==> config.mk <==
export PLATFORM = sky130hd
export DESIGN_NAME = watchdog_reset_timer
export DESIGN_NICKNAME = d
export VERILOG_FILES = /design/src/verilog/wdt_pkg.sv /design/src/verilog/wdt_ctrl_if.sv /design/src/verilog/wdt_counter.sv /design/src/verilog/wdt_cause_flags.sv /design/src/verilog/watchdog_reset_timer.sv
export SDC_FILE = /design/constraint.sdc
export NUM_CORES = 1
export LEC_CHECK = 0
export ABC_AREA = 1
export BUFFER_PORTS_ARGS = -buffer_cell sky130_fd_sc_hd__buf_2
export CAP_MARGIN = 30
export CELL_PAD_IN_SITES_DETAIL_PLACEMENT = 0
export CELL_PAD_IN_SITES_GLOBAL_PLACEMENT = 1
export CORE_MARGIN = 2
export CORE_UTILIZATION = 25
export CTS_BUF_LIST = sky130_fd_sc_hd__clkbuf_16
export DETAILED_ROUTE_END_ITERATION = 12
export GPL_ROUTABILITY_DRIVEN = 1
export MAX_ROUTING_LAYER = met4
export PLACE_DENSITY_LB_ADDON = 0.1
export REMOVE_ABC_BUFFERS = 1
export SLEW_MARGIN = 25
export SYNTH_ARGS = -nofsm -noshare
export SYNTH_HDL_FRONTEND = slang
export SYNTH_SLANG_ARGS = --single-unit
==> constraint.sdc <==
create_clock -name i_core_clk -period 1.6 [get_ports i_core_clk]
set_clock_uncertainty 0.05 [all_clocks]
set_input_delay 0.32 -clock i_core_clk [delete_from_list [all_inputs] [get_ports i_core_clk]]
set_output_delay 0.32 -clock i_core_clk [all_outputs]
set_load 0.05 [all_outputs]
==> src/verilog/wdt_pkg.sv <==
package wdt_pkg;
   localparam int DATA_W = 32;
   localparam int REG_W = 8;
   localparam int ADDR_W = 4;
   localparam logic [ADDR_W-1:0] CTRL_STATUS_IDX = 4'h0;
   localparam int POWER_ON_BIT = 7;
   localparam int UNDEF_BIT = 6;
   localparam int WATCHDOG_BIT = 5;
   localparam int EXTERNAL_BIT = 4;
   localparam int SOFTWARE_BIT = 3;
   localparam int ARM_CLEAR_BIT = 2;
   localparam int SEL_HI_BIT = 1;
   localparam int SEL_LO_BIT = 0;
   localparam int CNT_W = 2;
   localparam logic [CNT_W-1:0] CNT_ZERO = 2'h0;
   localparam logic [CNT_W-1:0] CNT_ONE = 2'h1;
   localparam logic [CNT_W-1:0] CNT_TOP = 2'h3;
   localparam int SEL_W = 2;
   localparam logic [SEL_W-1:0] SEL_RESET = 2'h0;
   localparam int N_CARRY = 4;
   // Nominal interval exponents in oscillator cycles, per selection code
   localparam int INTERVAL_EXP_0 = 14;
   localparam int INTERVAL_EXP_1 = 16;
   localparam int INTERVAL_EXP_2 = 18;
   localparam int INTERVAL_EXP_3 = 21;
   localparam int N_SRC = 3;
   localparam int SRC_WATCHDOG = 0;
   localparam int SRC_EXTERNAL = 1;
   localparam int SRC_SOFTWARE = 2;
   localparam logic [N_SRC-1:0] SRC_NONE = 3'h0;
endpackage

==> src/verilog/wdt_ctrl_if.sv <==
`timescale 1ns/1ns
interface wdt_ctrl_if;
   import wdt_pkg::*;
   logic armed;
   logic clear;
   logic halt;
   logic [SEL_W-1:0] sel;
   logic overflow;
   modport ctl (output armed, output clear, output halt, output sel, input overflow);
   modport cnt (input armed, input clear, input halt, input sel, output overflow);
endinterface

==> src/verilog/wdt_counter.sv <==
`timescale 1ns/1ns
module wdt_counter #(
   parameter int NCARRY = wdt_pkg::N_CARRY
) (
   input wire logic i_core_clk,
   input wire logic i_sys_rst,
   input wire logic [NCARRY-1:0] i_tb_carry,
   wdt_ctrl_if.cnt ctrl
);
   import wdt_pkg::*;
   logic [CNT_W-1:0] count_reg;
   logic tick;
   logic overflow_reg;

   assign tick = ctrl.armed & ~ctrl.halt & i_tb_carry[ctrl.sel];
   assign ctrl.overflow = overflow_reg;

   // Clear beats a same-cycle carry, so a timely clear never overflows
   always_ff @(posedge i_core_clk) begin
      if (i_sys_rst) begin
         count_reg <= CNT_ZERO;
      end else if (ctrl.clear | ctrl.halt | ~ctrl.armed) begin
         count_reg <= CNT_ZERO;
      end else if (tick) begin
         count_reg <= (count_reg == CNT_TOP) ? CNT_ZERO : count_reg + CNT_ONE;
      end
   end

   always_ff @(posedge i_core_clk) begin
      if (i_sys_rst) begin
         overflow_reg <= 1'b0;
      end else begin
         overflow_reg <= ~ctrl.clear & tick & (count_reg == CNT_TOP);
      end
   end
endmodule

==> src/verilog/wdt_cause_flags.sv <==
`timescale 1ns/1ns
module wdt_cause_flags (
   input wire logic i_core_clk,
   input wire logic i_sys_rst,
   input wire logic [wdt_pkg::N_SRC-1:0] i_set,
   input wire logic i_clear,
   output logic o_power_on,
   output logic [wdt_pkg::N_SRC-1:0] o_src
);
   import wdt_pkg::*;
   logic power_on_reg;
   logic [N_SRC-1:0] src_reg;

   // Power-on flag is only ever set by the power-on reset itself
   always_ff @(posedge i_core_clk) begin
      if (i_sys_rst) begin
         power_on_reg <= 1'b1;
      end else if (i_clear) begin
         power_on_reg <= 1'b0;
      end
   end

   genvar g;
   generate
      for (g = 0; g < N_SRC; g++) begin : g_flag
         // Set wins over the read clear so no cause is lost
         always_ff @(posedge i_core_clk) begin
            if (i_sys_rst) begin
               src_reg[g] <= 1'b0;
            end else if (i_set[g]) begin
               src_reg[g] <= 1'b1;
            end else if (i_clear) begin
               src_reg[g] <= 1'b0;
            end
         end
      end
   endgenerate

   assign o_power_on = power_on_reg;
   assign o_src = src_reg;
endmodule

==> src/verilog/watchdog_reset_timer.sv <==
`timescale 1ns/1ns
module watchdog_reset_timer (
   input wire logic i_core_clk,
   input wire logic i_sys_rst,
   input wire logic [wdt_pkg::ADDR_W-1:0] i_avs_address,
   input wire logic i_avs_read,
   input wire logic i_avs_write,
   input wire logic [wdt_pkg::DATA_W-1:0] i_avs_writedata,
   input wire logic [3:0] i_avs_byteenable,
   output logic [wdt_pkg::DATA_W-1:0] o_avs_readdata,
   output logic o_avs_waitrequest,
   input wire logic [wdt_pkg::N_CARRY-1:0] i_tb_carry,
   input wire logic i_ext_rst,
   input wire logic i_int_rst,
   input wire logic i_sw_rst,
   input wire logic i_sleep_enter,
   input wire logic i_tbt_mode,
   output logic o_wdt_rst,
   output logic o_armed
);
   import wdt_pkg::*;

   function automatic logic reg_hit(input logic [ADDR_W-1:0] addr);
      reg_hit = (addr == CTRL_STATUS_IDX);
   endfunction

   wdt_ctrl_if ctrl ();

   logic ack_reg;
   logic take_rd;
   logic take_wr;
   logic zero_write;
   logic armed_reg;
   logic [SEL_W-1:0] sel_reg;
   logic wdt_rst_reg;
   logic [DATA_W-1:0] rdata_reg;
   logic [DATA_W-1:0] rdata_next;
   logic power_on;
   logic [N_SRC-1:0] src_flags;
   logic [N_SRC-1:0] src_set;

   // One wait cycle: request is taken at the first edge, released at the second
   assign take_rd = i_avs_read & ~ack_reg;
   assign take_wr = i_avs_write & ~ack_reg;
   assign o_avs_waitrequest = (i_avs_read | i_avs_write) & ~ack_reg;

   always_ff @(posedge i_core_clk) begin
      if (i_sys_rst) begin
         ack_reg <= 1'b0;
      end else begin
         ack_reg <= take_rd | take_wr;
      end
   end

   // Writes of one to bit 2 fall out here and do nothing
   assign zero_write = take_wr & reg_hit(i_avs_address) & i_avs_byteenable[0]
      & ~i_avs_writedata[ARM_CLEAR_BIT];

   always_ff @(posedge i_core_clk) begin
      if (i_sys_rst) begin
         armed_reg <= 1'b0;
      end else if (wdt_rst_reg) begin
         armed_reg <= 1'b0;
      end else if (zero_write) begin
         armed_reg <= 1'b1;
      end
   end

   always_ff @(posedge i_core_clk) begin
      if (i_sys_rst) begin
         sel_reg <= SEL_RESET;
      end else if (zero_write & ~armed_reg) begin
         sel_reg <= i_avs_writedata[SEL_HI_BIT:SEL_LO_BIT];
      end
   end

   assign ctrl.armed = armed_reg;
   assign ctrl.sel = sel_reg;
   assign ctrl.halt = i_tbt_mode;
   assign ctrl.clear = (zero_write & armed_reg) | i_ext_rst | i_int_rst | i_sw_rst
      | i_sleep_enter;

   wdt_counter #(
      .NCARRY(N_CARRY)
   ) u_counter (
      .i_core_clk(i_core_clk),
      .i_sys_rst(i_sys_rst),
      .i_tb_carry(i_tb_carry),
      .ctrl(ctrl)
   );

   always_ff @(posedge i_core_clk) begin
      if (i_sys_rst) begin
         wdt_rst_reg <= 1'b0;
      end else begin
         wdt_rst_reg <= ctrl.overflow & armed_reg;
      end
   end

   assign src_set[SRC_WATCHDOG] = wdt_rst_reg;
   assign src_set[SRC_EXTERNAL] = i_ext_rst;
   assign src_set[SRC_SOFTWARE] = i_sw_rst;

   wdt_cause_flags u_flags (
      .i_core_clk(i_core_clk),
      .i_sys_rst(i_sys_rst),
      .i_set(src_set),
      .i_clear(take_rd & reg_hit(i_avs_address)),
      .o_power_on(power_on),
      .o_src(src_flags)
   );

   // Bit 6 and the write-only bits read as zero; upper bits zero
   always_comb begin
      rdata_next = '0;
      if (reg_hit(i_avs_address)) begin
         rdata_next[POWER_ON_BIT] = power_on;
         rdata_next[WATCHDOG_BIT] = src_flags[SRC_WATCHDOG];
         rdata_next[EXTERNAL_BIT] = src_flags[SRC_EXTERNAL];
         rdata_next[SOFTWARE_BIT] = src_flags[SRC_SOFTWARE];
         rdata_next[UNDEF_BIT] = 1'b0;
         rdata_next[SEL_HI_BIT] = 1'b0;
         rdata_next[SEL_LO_BIT] = 1'b0;
      end
   end

   always_ff @(posedge i_core_clk) begin
      if (i_sys_rst) begin
         rdata_reg <= '0;
      end else if (take_rd) begin
         rdata_reg <= rdata_next;
      end
   end

   assign o_avs_readdata = rdata_reg;
   assign o_wdt_rst = wdt_rst_reg;
   assign o_armed = armed_reg;
endmodule

# Yosys cells after proc, flatten, opt, wreduce, memory -nomap -nowiden
# Cells that the tools add are included.
# totals
out_inout_bits	35
ff_bits	17
in_bits	53
wordCells	55
# op_classes
n_mux	8
n_eq_ne	1
bitwise_logic	27
n_lt_le_gt_ge	1
n_reduce_logical	6
add_sub_neg	1
# op_table
operator	n
AND 1 bit	14
OR 1 bit	8
nonzero test 2 bit	3
two-way mux 1 bit	5
two-way mux 5 bit	1
inverter 1 bit	5
logical NOT 4 bit	1
OR reduction 2 bit	2
< comparator 2 x 3 -> 1 bit (second input constant)	1
adder 2 x 1 -> 2 bit (second input constant)	1
binary-select mux 1 bit (select 2 bit)	1
equality test 2 bit (second input constant)	1
two-way mux 2 bit	1

# Longest topological paths before layout
# Gate-level depths: netlist of the first run.
# depth
depth_word	13
depth_mapped	8
mapped_depth_nobuf	8

# By module
# Synthesis of the first run repeated with hierarchy kept, for this count alone.
# hier_totals
cells_unflattened	144
area_unflattened_um2	1047.3
# modules_own_cells
module	area_each_um2	n_inst	cells_per_inst	seq_area_each_um2
watchdog_reset_timer	695.7	1	94	180.2
wdt_counter	221.5	1	35	60.1
wdt_cause_flags	130.1	1	15	80.1

# Worst setup path before layout of the first run
# Ideal clock, no wire load.
# synth_timing
path_kind	reg2reg
from	register armed_reg, in the netlist o_armed
to	register u_counter.count_reg[0]
period_less_slack_ps	1424
required_time_ps	1488
t_arrival_ps	1312
setup_slack_ps	176
n_path_buf	0
setup_time_ps	62
stages_incl_launch_ff	9
path_cell_list	dfxtp_1 inv_2 nor2_4 nand3_2 nor2_1 nand2_1 inv_2 nand2_2 nor2_2
# synth_via
elab_chain_cells	8
elab_cells_between_ends	11
classes_between	bitwise: 10; reduce/logical: 1
# synth_rtl
element	line_no	rtl
start: declaration	watchdog_reset_timer.sv:33	logic armed_reg;
start signal: assignment	watchdog_reset_timer.sv:61	armed_reg <= 1'b0;
start signal: assignment	watchdog_reset_timer.sv:63	armed_reg <= 1'b0;
start signal: assignment	watchdog_reset_timer.sv:65	armed_reg <= 1'b1;
AND 1 bit	watchdog_reset_timer.sv:80	assign ctrl.clear = (zero_write & armed_reg) | i_ext_rst | i_int_rst | i_sw_rst
OR 1 bit (3 in a row)	watchdog_reset_timer.sv:80	
OR 1 bit	watchdog_reset_timer.sv:81	| i_sleep_enter;
OR 1 bit (2 in a row)	wdt_counter.sv:22	end else if (ctrl.clear | ctrl.halt | ~ctrl.armed) begin
OR reduction 2 bit (no line)	n/a	
end signal: assignment	wdt_counter.sv:25	count_reg <= (count_reg == CNT_TOP) ? CNT_ZERO : count_reg + CNT_ONE;
end: declaration	wdt_counter.sv:11	logic [CNT_W-1:0] count_reg;
# Several ways; a longest one is shown, not always the timed one.
# A chain may end at the register's enable or synchronous reset.

# Worst setup path after layout of the first run
# layout_timing
from	register ack_reg
to	output o_avs_waitrequest
# layout_via
elab_chain_cells	2
# layout_rtl
element	line_no	rtl
start: declaration	watchdog_reset_timer.sv:29	logic ack_reg;
start signal: assignment	watchdog_reset_timer.sv:51	ack_reg <= take_rd | take_wr;
inverter 1 bit	watchdog_reset_timer.sv:45	assign o_avs_waitrequest = (i_avs_read | i_avs_write) & ~ack_reg;
AND 1 bit	watchdog_reset_timer.sv:45	
end: declaration	watchdog_reset_timer.sv:11	output logic o_avs_waitrequest,
# No other way between the ends.

==> impl_metrics.env, run 1 <==
export IMPL_grt_setup_unrepaired="false"
export IMPL_peakVddDrop_v=0.000427
export IMPL_crit_arrival_ns=1.04
export IMPL_mostFrequentLayoutCell="nand2_1"
export IMPL_synth_compound_area_frac=0.0460
export IMPL_ys_seq_area_frac=0.327
export IMPL_clkPwrFrac=0.432
export IMPL_grt_pass1_wl_um=2770
export IMPL_timing_final_setup_violations=0
export IMPL_grt_overflow=0
export IMPL_coreArea_um2=3720
export IMPL_die_w_um=66.6
export IMPL_syn_inst=145
export IMPL_ios=88
export IMPL_status="completed"
export IMPL_vias_per_cell=3.71
export IMPL_root_buffer="clkbuf_16"
export IMPL_crit_chain="inv_2 > nand2_2 > nand2_1 > buf_2"
export IMPL_die_h_um=66.6
export IMPL_min_period_ns=1.41
export IMPL_numCtsBuffers=3
export IMPL_synth_distinct_cells=18
export IMPL_post_synth_and_or_nand_nor_area_fraction=0.284
export IMPL_firstDrtPassIters=4
export IMPL_syn_avg_cell_area_um2=6.75
export IMPL_synth_seq_cells=16
export IMPL_p_total_uw=1120
export IMPL_synth_top_family_by_area="buffers and inverters"
export IMPL_r2r_cells=8
export IMPL_cp_max_fo=7
export IMPL_r2r_start="o_armed"
export IMPL_final_seq_area_um2=320
export IMPL_start_util=0.263
export IMPL_largest_reg_flops=4
export IMPL_leakage_uw=0.000619
export IMPL_hp_class="input port to flop"
export IMPL_grt_pass1_vias=660
export IMPL_ctsResizeCount=0
export IMPL_crit_end="o_avs_waitrequest"
export IMPL_drive_gt1_frac=0.236
export IMPL_power_switching_uw=350
export IMPL_power_internal_uw=770
export IMPL_synthMuxAreaShare=0
export IMPL_synth_top_cell_by_area="dfxtp_1"
export IMPL_yosys_top_cells_area="dfxtp_1 33%, buf_4 21%, nand2_1 14%, inv_1 9.6%, a21oi_1 4.1%"
export IMPL_drv_cap=0
export IMPL_n_fill_cell=422
export IMPL_start_kind="flop"
export IMPL_reg2reg_slack_ns=0.42
export IMPL_combPwrFrac=0.203
export IMPL_design_area_um2=1140
export IMPL_criticalPathCategory="flop to output port"
export IMPL_clock_latency_ns=0.24
export IMPL_fin_nets=229
export IMPL_dp_cells=218
export IMPL_post_cts_buffers=0
export IMPL_yosys_area_share_adder=0.0128
export IMPL_ctsLongestPathBuffers=2
export IMPL_cp_slowest_cell="dfxtp_1"
export IMPL_p_sw_frac=0.313
export IMPL_rows=22
export IMPL_netlist_area_um2=978
export IMPL_drt_initial_drc_count=17
export IMPL_multi_input_area_um2=440
export IMPL_path_clk_slew_ns=0.05
export IMPL_port_buffers=27
export IMPL_p_seq_frac=0.366
export IMPL_n_antenna_cell=0
export IMPL_worstReg2RegEnd="u_counter.count_reg[1]"
export IMPL_fin_crit_sh=0.883
export IMPL_fmax_mhz=708
export IMPL_grt_antenna_before_repair=0
export IMPL_max_stage_delay_ns=0.30
export IMPL_synth_top_area_share=0.327
export IMPL_placed_area_um2=1060
export IMPL_timing_critical_path_from="ack_reg"
export IMPL_final_cells=222
export IMPL_drc=0
export IMPL_crit_required_ns=1.23
export IMPL_hpwl_um=1450
export IMPL_routed_wl_um=1730
export IMPL_hold_viol=0
export IMPL_end_kind="output port"
export IMPL_slew_viol_final=0
export IMPL_dieArea_um2=4430
export IMPL_ctsHoldBuffers=0
export IMPL_grtUsageTotal=0.0853
export IMPL_ctsHtreeMaxLevel=1
export IMPL_synth_xor_area_frac=0
export IMPL_cts_tree="done"
export IMPL_routedWlPerCell_um=7.79
export IMPL_cts_sinks=16
export IMPL_fin_tns_setup_ns=0
export IMPL_place_gp_congestion=0.744
export IMPL_cellPowerDensity_nw_per_um2=983
export IMPL_ant_nets=0
export IMPL_layout_common_cells="36 x nand2_1, 28 x conb_1, 27 x buf_2, 25 x inv_1, 16 x dfxtp_1"
export IMPL_grt_max_degree=13
export IMPL_dr_total_vias=824
export IMPL_area_growth_pct=16.5
export IMPL_yosys_warnings=0
## worst max-delay path: cells and delay by family (launching register included)
family / cells / cell delay [ns]
flops: 1 / 0.30
buf+inv: 2 / 0.30
simple gates: 2 / 0.19
## layer usage
metal	up-vias	track usage	part of all wire
met5	-	-	0
met4	0	0.0383	0.014
met3	4	0.0270	0.087
met2	46	0.129	0.42
met1	347	0.104	0.47
li1	427	-	-
## metrics by stage
stage,hold slack [ns],util,worst slack [ns]
after floorplan,0.339,-,0.176
after global placement,0.364,0.286,0.329
after detailed placement,0.363,0.286,0.321
after CTS,0.310,0.307,0.168
after global routing,0.346,0.307,0.126
final,0.306,0.307,0.187
## power by group through the flow
stage	Clock [µW]	Combinational, µW	Sequential [µW]
2_1_floorplan	0	185	420
3_3_place_gp	0	226	418
3_5_place_dp	0	227	418
4_1_cts	501	227	409
5_1_grt	519	244	410
6_report	484	227	410
## cells in the mapped netlist
library cell,instances
nand2_2,2
nor2_4,1
buf_4,28
o21ai_0,1
nor2_2,2
and2_2,1
nand2_1,36
clkbuf_1,1
conb_1,1
nor3_4,1
nand3_2,1
dfxtp_1,16
inv_2,3
nor2_1,10
ha_1,1
inv_1,25
nand3_1,7
a21oi_1,8
## layout make-up
| cell class | instances | share of cell area |
|---|---|---|
| clock inverters | 1 | 0.00329 |
| inverters | 28 | 0.0922 |
| flip-flops and latches | 16 | 0.281 |
| multi-input cells | 99 | 0.386 |
| clock buffers | 3 | 0.0659 |
| repair buffers | 27 | 0.119 |
| well taps | 48 | 0.0527 |
## logic make-up after synthesis
kind of cell,after synthesis
AO/OA/AOI/OAI,9
adder cells (fa/ha/maj),1
buffers and inverters,57
flip-flops,16
other,1
AND/OR/NAND/NOR,61
## worst min path at each step
stage | endpoint | startpoint | slack (ns) | cells after the start
2_1_floorplan | ack_reg | i_sys_rst | 0.34 | 1
3_3_place_gp | o_wdt_rst | u_counter.ctrl.overflow | 0.36 | 2
3_5_place_dp | o_wdt_rst | u_counter.ctrl.overflow | 0.36 | 2
4_1_cts | u_flags.o_src[2] | i_sw_rst | 0.31 | 3
5_1_grt | u_flags.o_src[1] | i_ext_rst | 0.35 | 3
6_report | u_flags.o_src[1] | i_ext_rst | 0.31 | 3
Note: power is estimated with default switching activity, not from simulation.
==> inputs of run 2 (changes only) <==
ABC_AREA = 0   (was 1)
==> impl_metrics.env, run 2 <==
export IMPL_timing_final_setup_violations=0
export IMPL_rows=21
export IMPL_grtUsageMet1=0.128
export IMPL_clock_latency_ns=0.25
export IMPL_syn_avg_cell_area_um2=8.63
export IMPL_dr_total_vias=753
export IMPL_netlist_area_um2=897
export IMPL_routed_wl_um=1920
export IMPL_ant_nets=0
export IMPL_drive_gt1_frac=0.312
export IMPL_numCtsBuffers=3
export IMPL_power_internal_uw=780
export IMPL_ys_flop_type="dfxtp_1"
export IMPL_grt_pass1_wl_um=3030
export IMPL_layout_common_cells="28 x conb_1, 27 x buf_2, 16 x dfxtp_1, 12 x a21oi_1, 9 x buf_4"
export IMPL_coreArea_um2=3390
export IMPL_power_switching_uw=355
export IMPL_mostFrequentLayoutCell="conb_1"
export IMPL_yosys_top_cells_area="dfxtp_1 36%, buf_4 23%, a21oi_1 6.7%, nand3_1 3.3%, mux4_2 2.5%"
export IMPL_slew_viol_final=0
export IMPL_dieArea_um2=4080
export IMPL_n_fill_cell=372
export IMPL_synthTopCellsByCount="28 x buf_4, 16 x dfxtp_1, 12 x a21oi_1"
export IMPL_cp_max_fo=5
export IMPL_grt_antenna_before_repair=0
export IMPL_drt_initial_drc_count=13
export IMPL_grt_use_met2=0.141
export IMPL_yosys_warnings=0
export IMPL_grt_busiest_layer="met2"
export IMPL_grt_max_degree=14
export IMPL_ios=88
export IMPL_ys_seq_area_frac=0.357
export IMPL_cts_tree="done"
export IMPL_n_antenna_cell=0
export IMPL_hp_class="input port to flop"
export IMPL_place_gp_congestion=0.727
export IMPL_firstDrtPassIters=4
export IMPL_fin_tns_setup_ns=0
export IMPL_start_util=0.265
export IMPL_end_kind="output port"
export IMPL_grt_pass1_vias=670
export IMPL_grt_overflow=0
export IMPL_ctsHtreeMaxLevel=1
export IMPL_peakVddDrop_v=0.000287
export IMPL_synth_edf_count=0
export IMPL_status="completed"
export IMPL_drv_cap=0
export IMPL_synth_top_cell_by_area="dfxtp_1"
export IMPL_ctsLongestPathBuffers=2
export IMPL_async_flop_share=0
export IMPL_criticalPathCategory="flop to output port"
export IMPL_combPwrFrac=0.210
export IMPL_area_growth_pct=24.7
export IMPL_synth_seq_cells=16
export IMPL_path_clk_slew_ns=0.05
export IMPL_cellPowerDensity_nw_per_um2=1010
export IMPL_ctsHoldBuffers=0
export IMPL_hold_viol=0
export IMPL_synth_distinct_cells=26
export IMPL_synth_most_common_cell="buf_4"
export IMPL_root_buffer="clkbuf_16"
export IMPL_die_h_um=63.9
export IMPL_p_sw_frac=0.313
export IMPL_fin_ws_ns=0.180
export IMPL_crit_arrival_ns=1.05
export IMPL_grt_setup_unrepaired="false"
export IMPL_fmax_mhz=704
export IMPL_largest_reg_flops=4
export IMPL_min_period_ns=1.42
export IMPL_cts_sinks=16
export IMPL_fin_crit_sh=0.888
export IMPL_routedWlPerCell_um=10.3
export IMPL_synth_top_area_share=0.357
export IMPL_clkPwrFrac=0.429
export IMPL_leakage_uw=0.000508
export IMPL_vias_per_cell=4.03
export IMPL_pre_cts_ws_ns=-0.0368
export IMPL_start_kind="flop"
export IMPL_grtUsageTotal=0.0989
export IMPL_hpwl_um=1510
export IMPL_ctsResizeCount=0
export IMPL_syn_inst=104
export IMPL_p_seq_frac=0.361
export IMPL_fin_nets=196
export IMPL_drc=0
export IMPL_port_buffers=27
export IMPL_crit_required_ns=1.23
export IMPL_use_met3=0.0229
export IMPL_post_cts_buffers=0
export IMPL_die_w_um=63.9
## run 2: cell types whose count changed after synthesis, moves of 3 or more
cell	delta
a21oi_1	+4
inv_1	-21
inv_2	-3
nand2_1	-31
nor2_1	-5
nor3_1	+3
o21ai_1	+3
## run 2: final timing paths
path | startpoint | end | slack [ns] | cells after the start
hold / removal | i_ext_rst | u_flags.o_src[1] | 0.26 | 3
setup / recovery | ack_reg | o_avs_waitrequest | 0.18 | 3
setup reg to reg | ctrl.sel[0] | u_counter.count_reg[1] | 0.20 | 3
hold reg to reg | u_counter.ctrl.overflow | o_wdt_rst | 0.37 | 2
## run 2: final cells by class
cell class / instances / area, µm² / area share
clock buffers: 3 / 75.1 / 0.0671
flip-flops and latches: 16 / 320 / 0.286
repair buffers: 36 / 203 / 0.181
multi-input cells: 81 / 444 / 0.397
inverters: 4 / 15.0 / 0.0134
clock inverters: 1 / 3.75 / 0.00336
well taps: 46 / 57.6 / 0.0515
## run 2: cell families after synthesis
kind of cell	after synthesis	synth area share
AO/OA/AOI/OAI	21	0.145
adder cells (fa/ha/maj)	1	0.0139
flip-flops	16	0.357
buffers and inverters	34	0.261
multiplexers	1	0.0251
other	1	0.00418
AND/OR/NAND/NOR	30	0.194
## run 2: stage by stage
stage	power, µW	util	std cells	hold WS (ns)	area, µm²
3_3_place_gp	654	0.307	183	0.365	1040
5_1_grt	1170	0.330	187	0.266	1120
6_report	1130	0.330	187	0.260	1120
4_1_cts	1140	0.330	187	0.260	1120
3_5_place_dp	655	0.307	183	0.366	1040
2_1_floorplan	598	-	101	0.339	779
## run 2: metal layers
| metal | wire, µm | up-vias | share of wire |
|---|---|---|---|
| li1 | - | 377 | - |
| met1 | 926 | 332 | 0.48 |
| met2 | 844 | 44 | 0.44 |
| met3 | 148 | 0 | 0.077 |
| met4 | 0 | 0 | 0 |
| met5 | 0 | - | 0 |
## run 2: power by group through the flow
| stage | clock [µW] | sequential, µW | combinational (µW) |
|---|---|---|---|
| after floorplan | 0 | 421 | 177 |
| after CTS | 497 | 409 | 238 |
| after global placement | 0 | 417 | 237 |
| final | 487 | 409 | 238 |
| after global routing | 513 | 410 | 251 |
| after detailed placement | 0 | 418 | 237 |
## run 2: critical path, stage by stage (launching register included)
cell	delay, ns
dfxtp_1	0.31
buf_4	0.14
nor2_1	0.09
buf_2	0.26
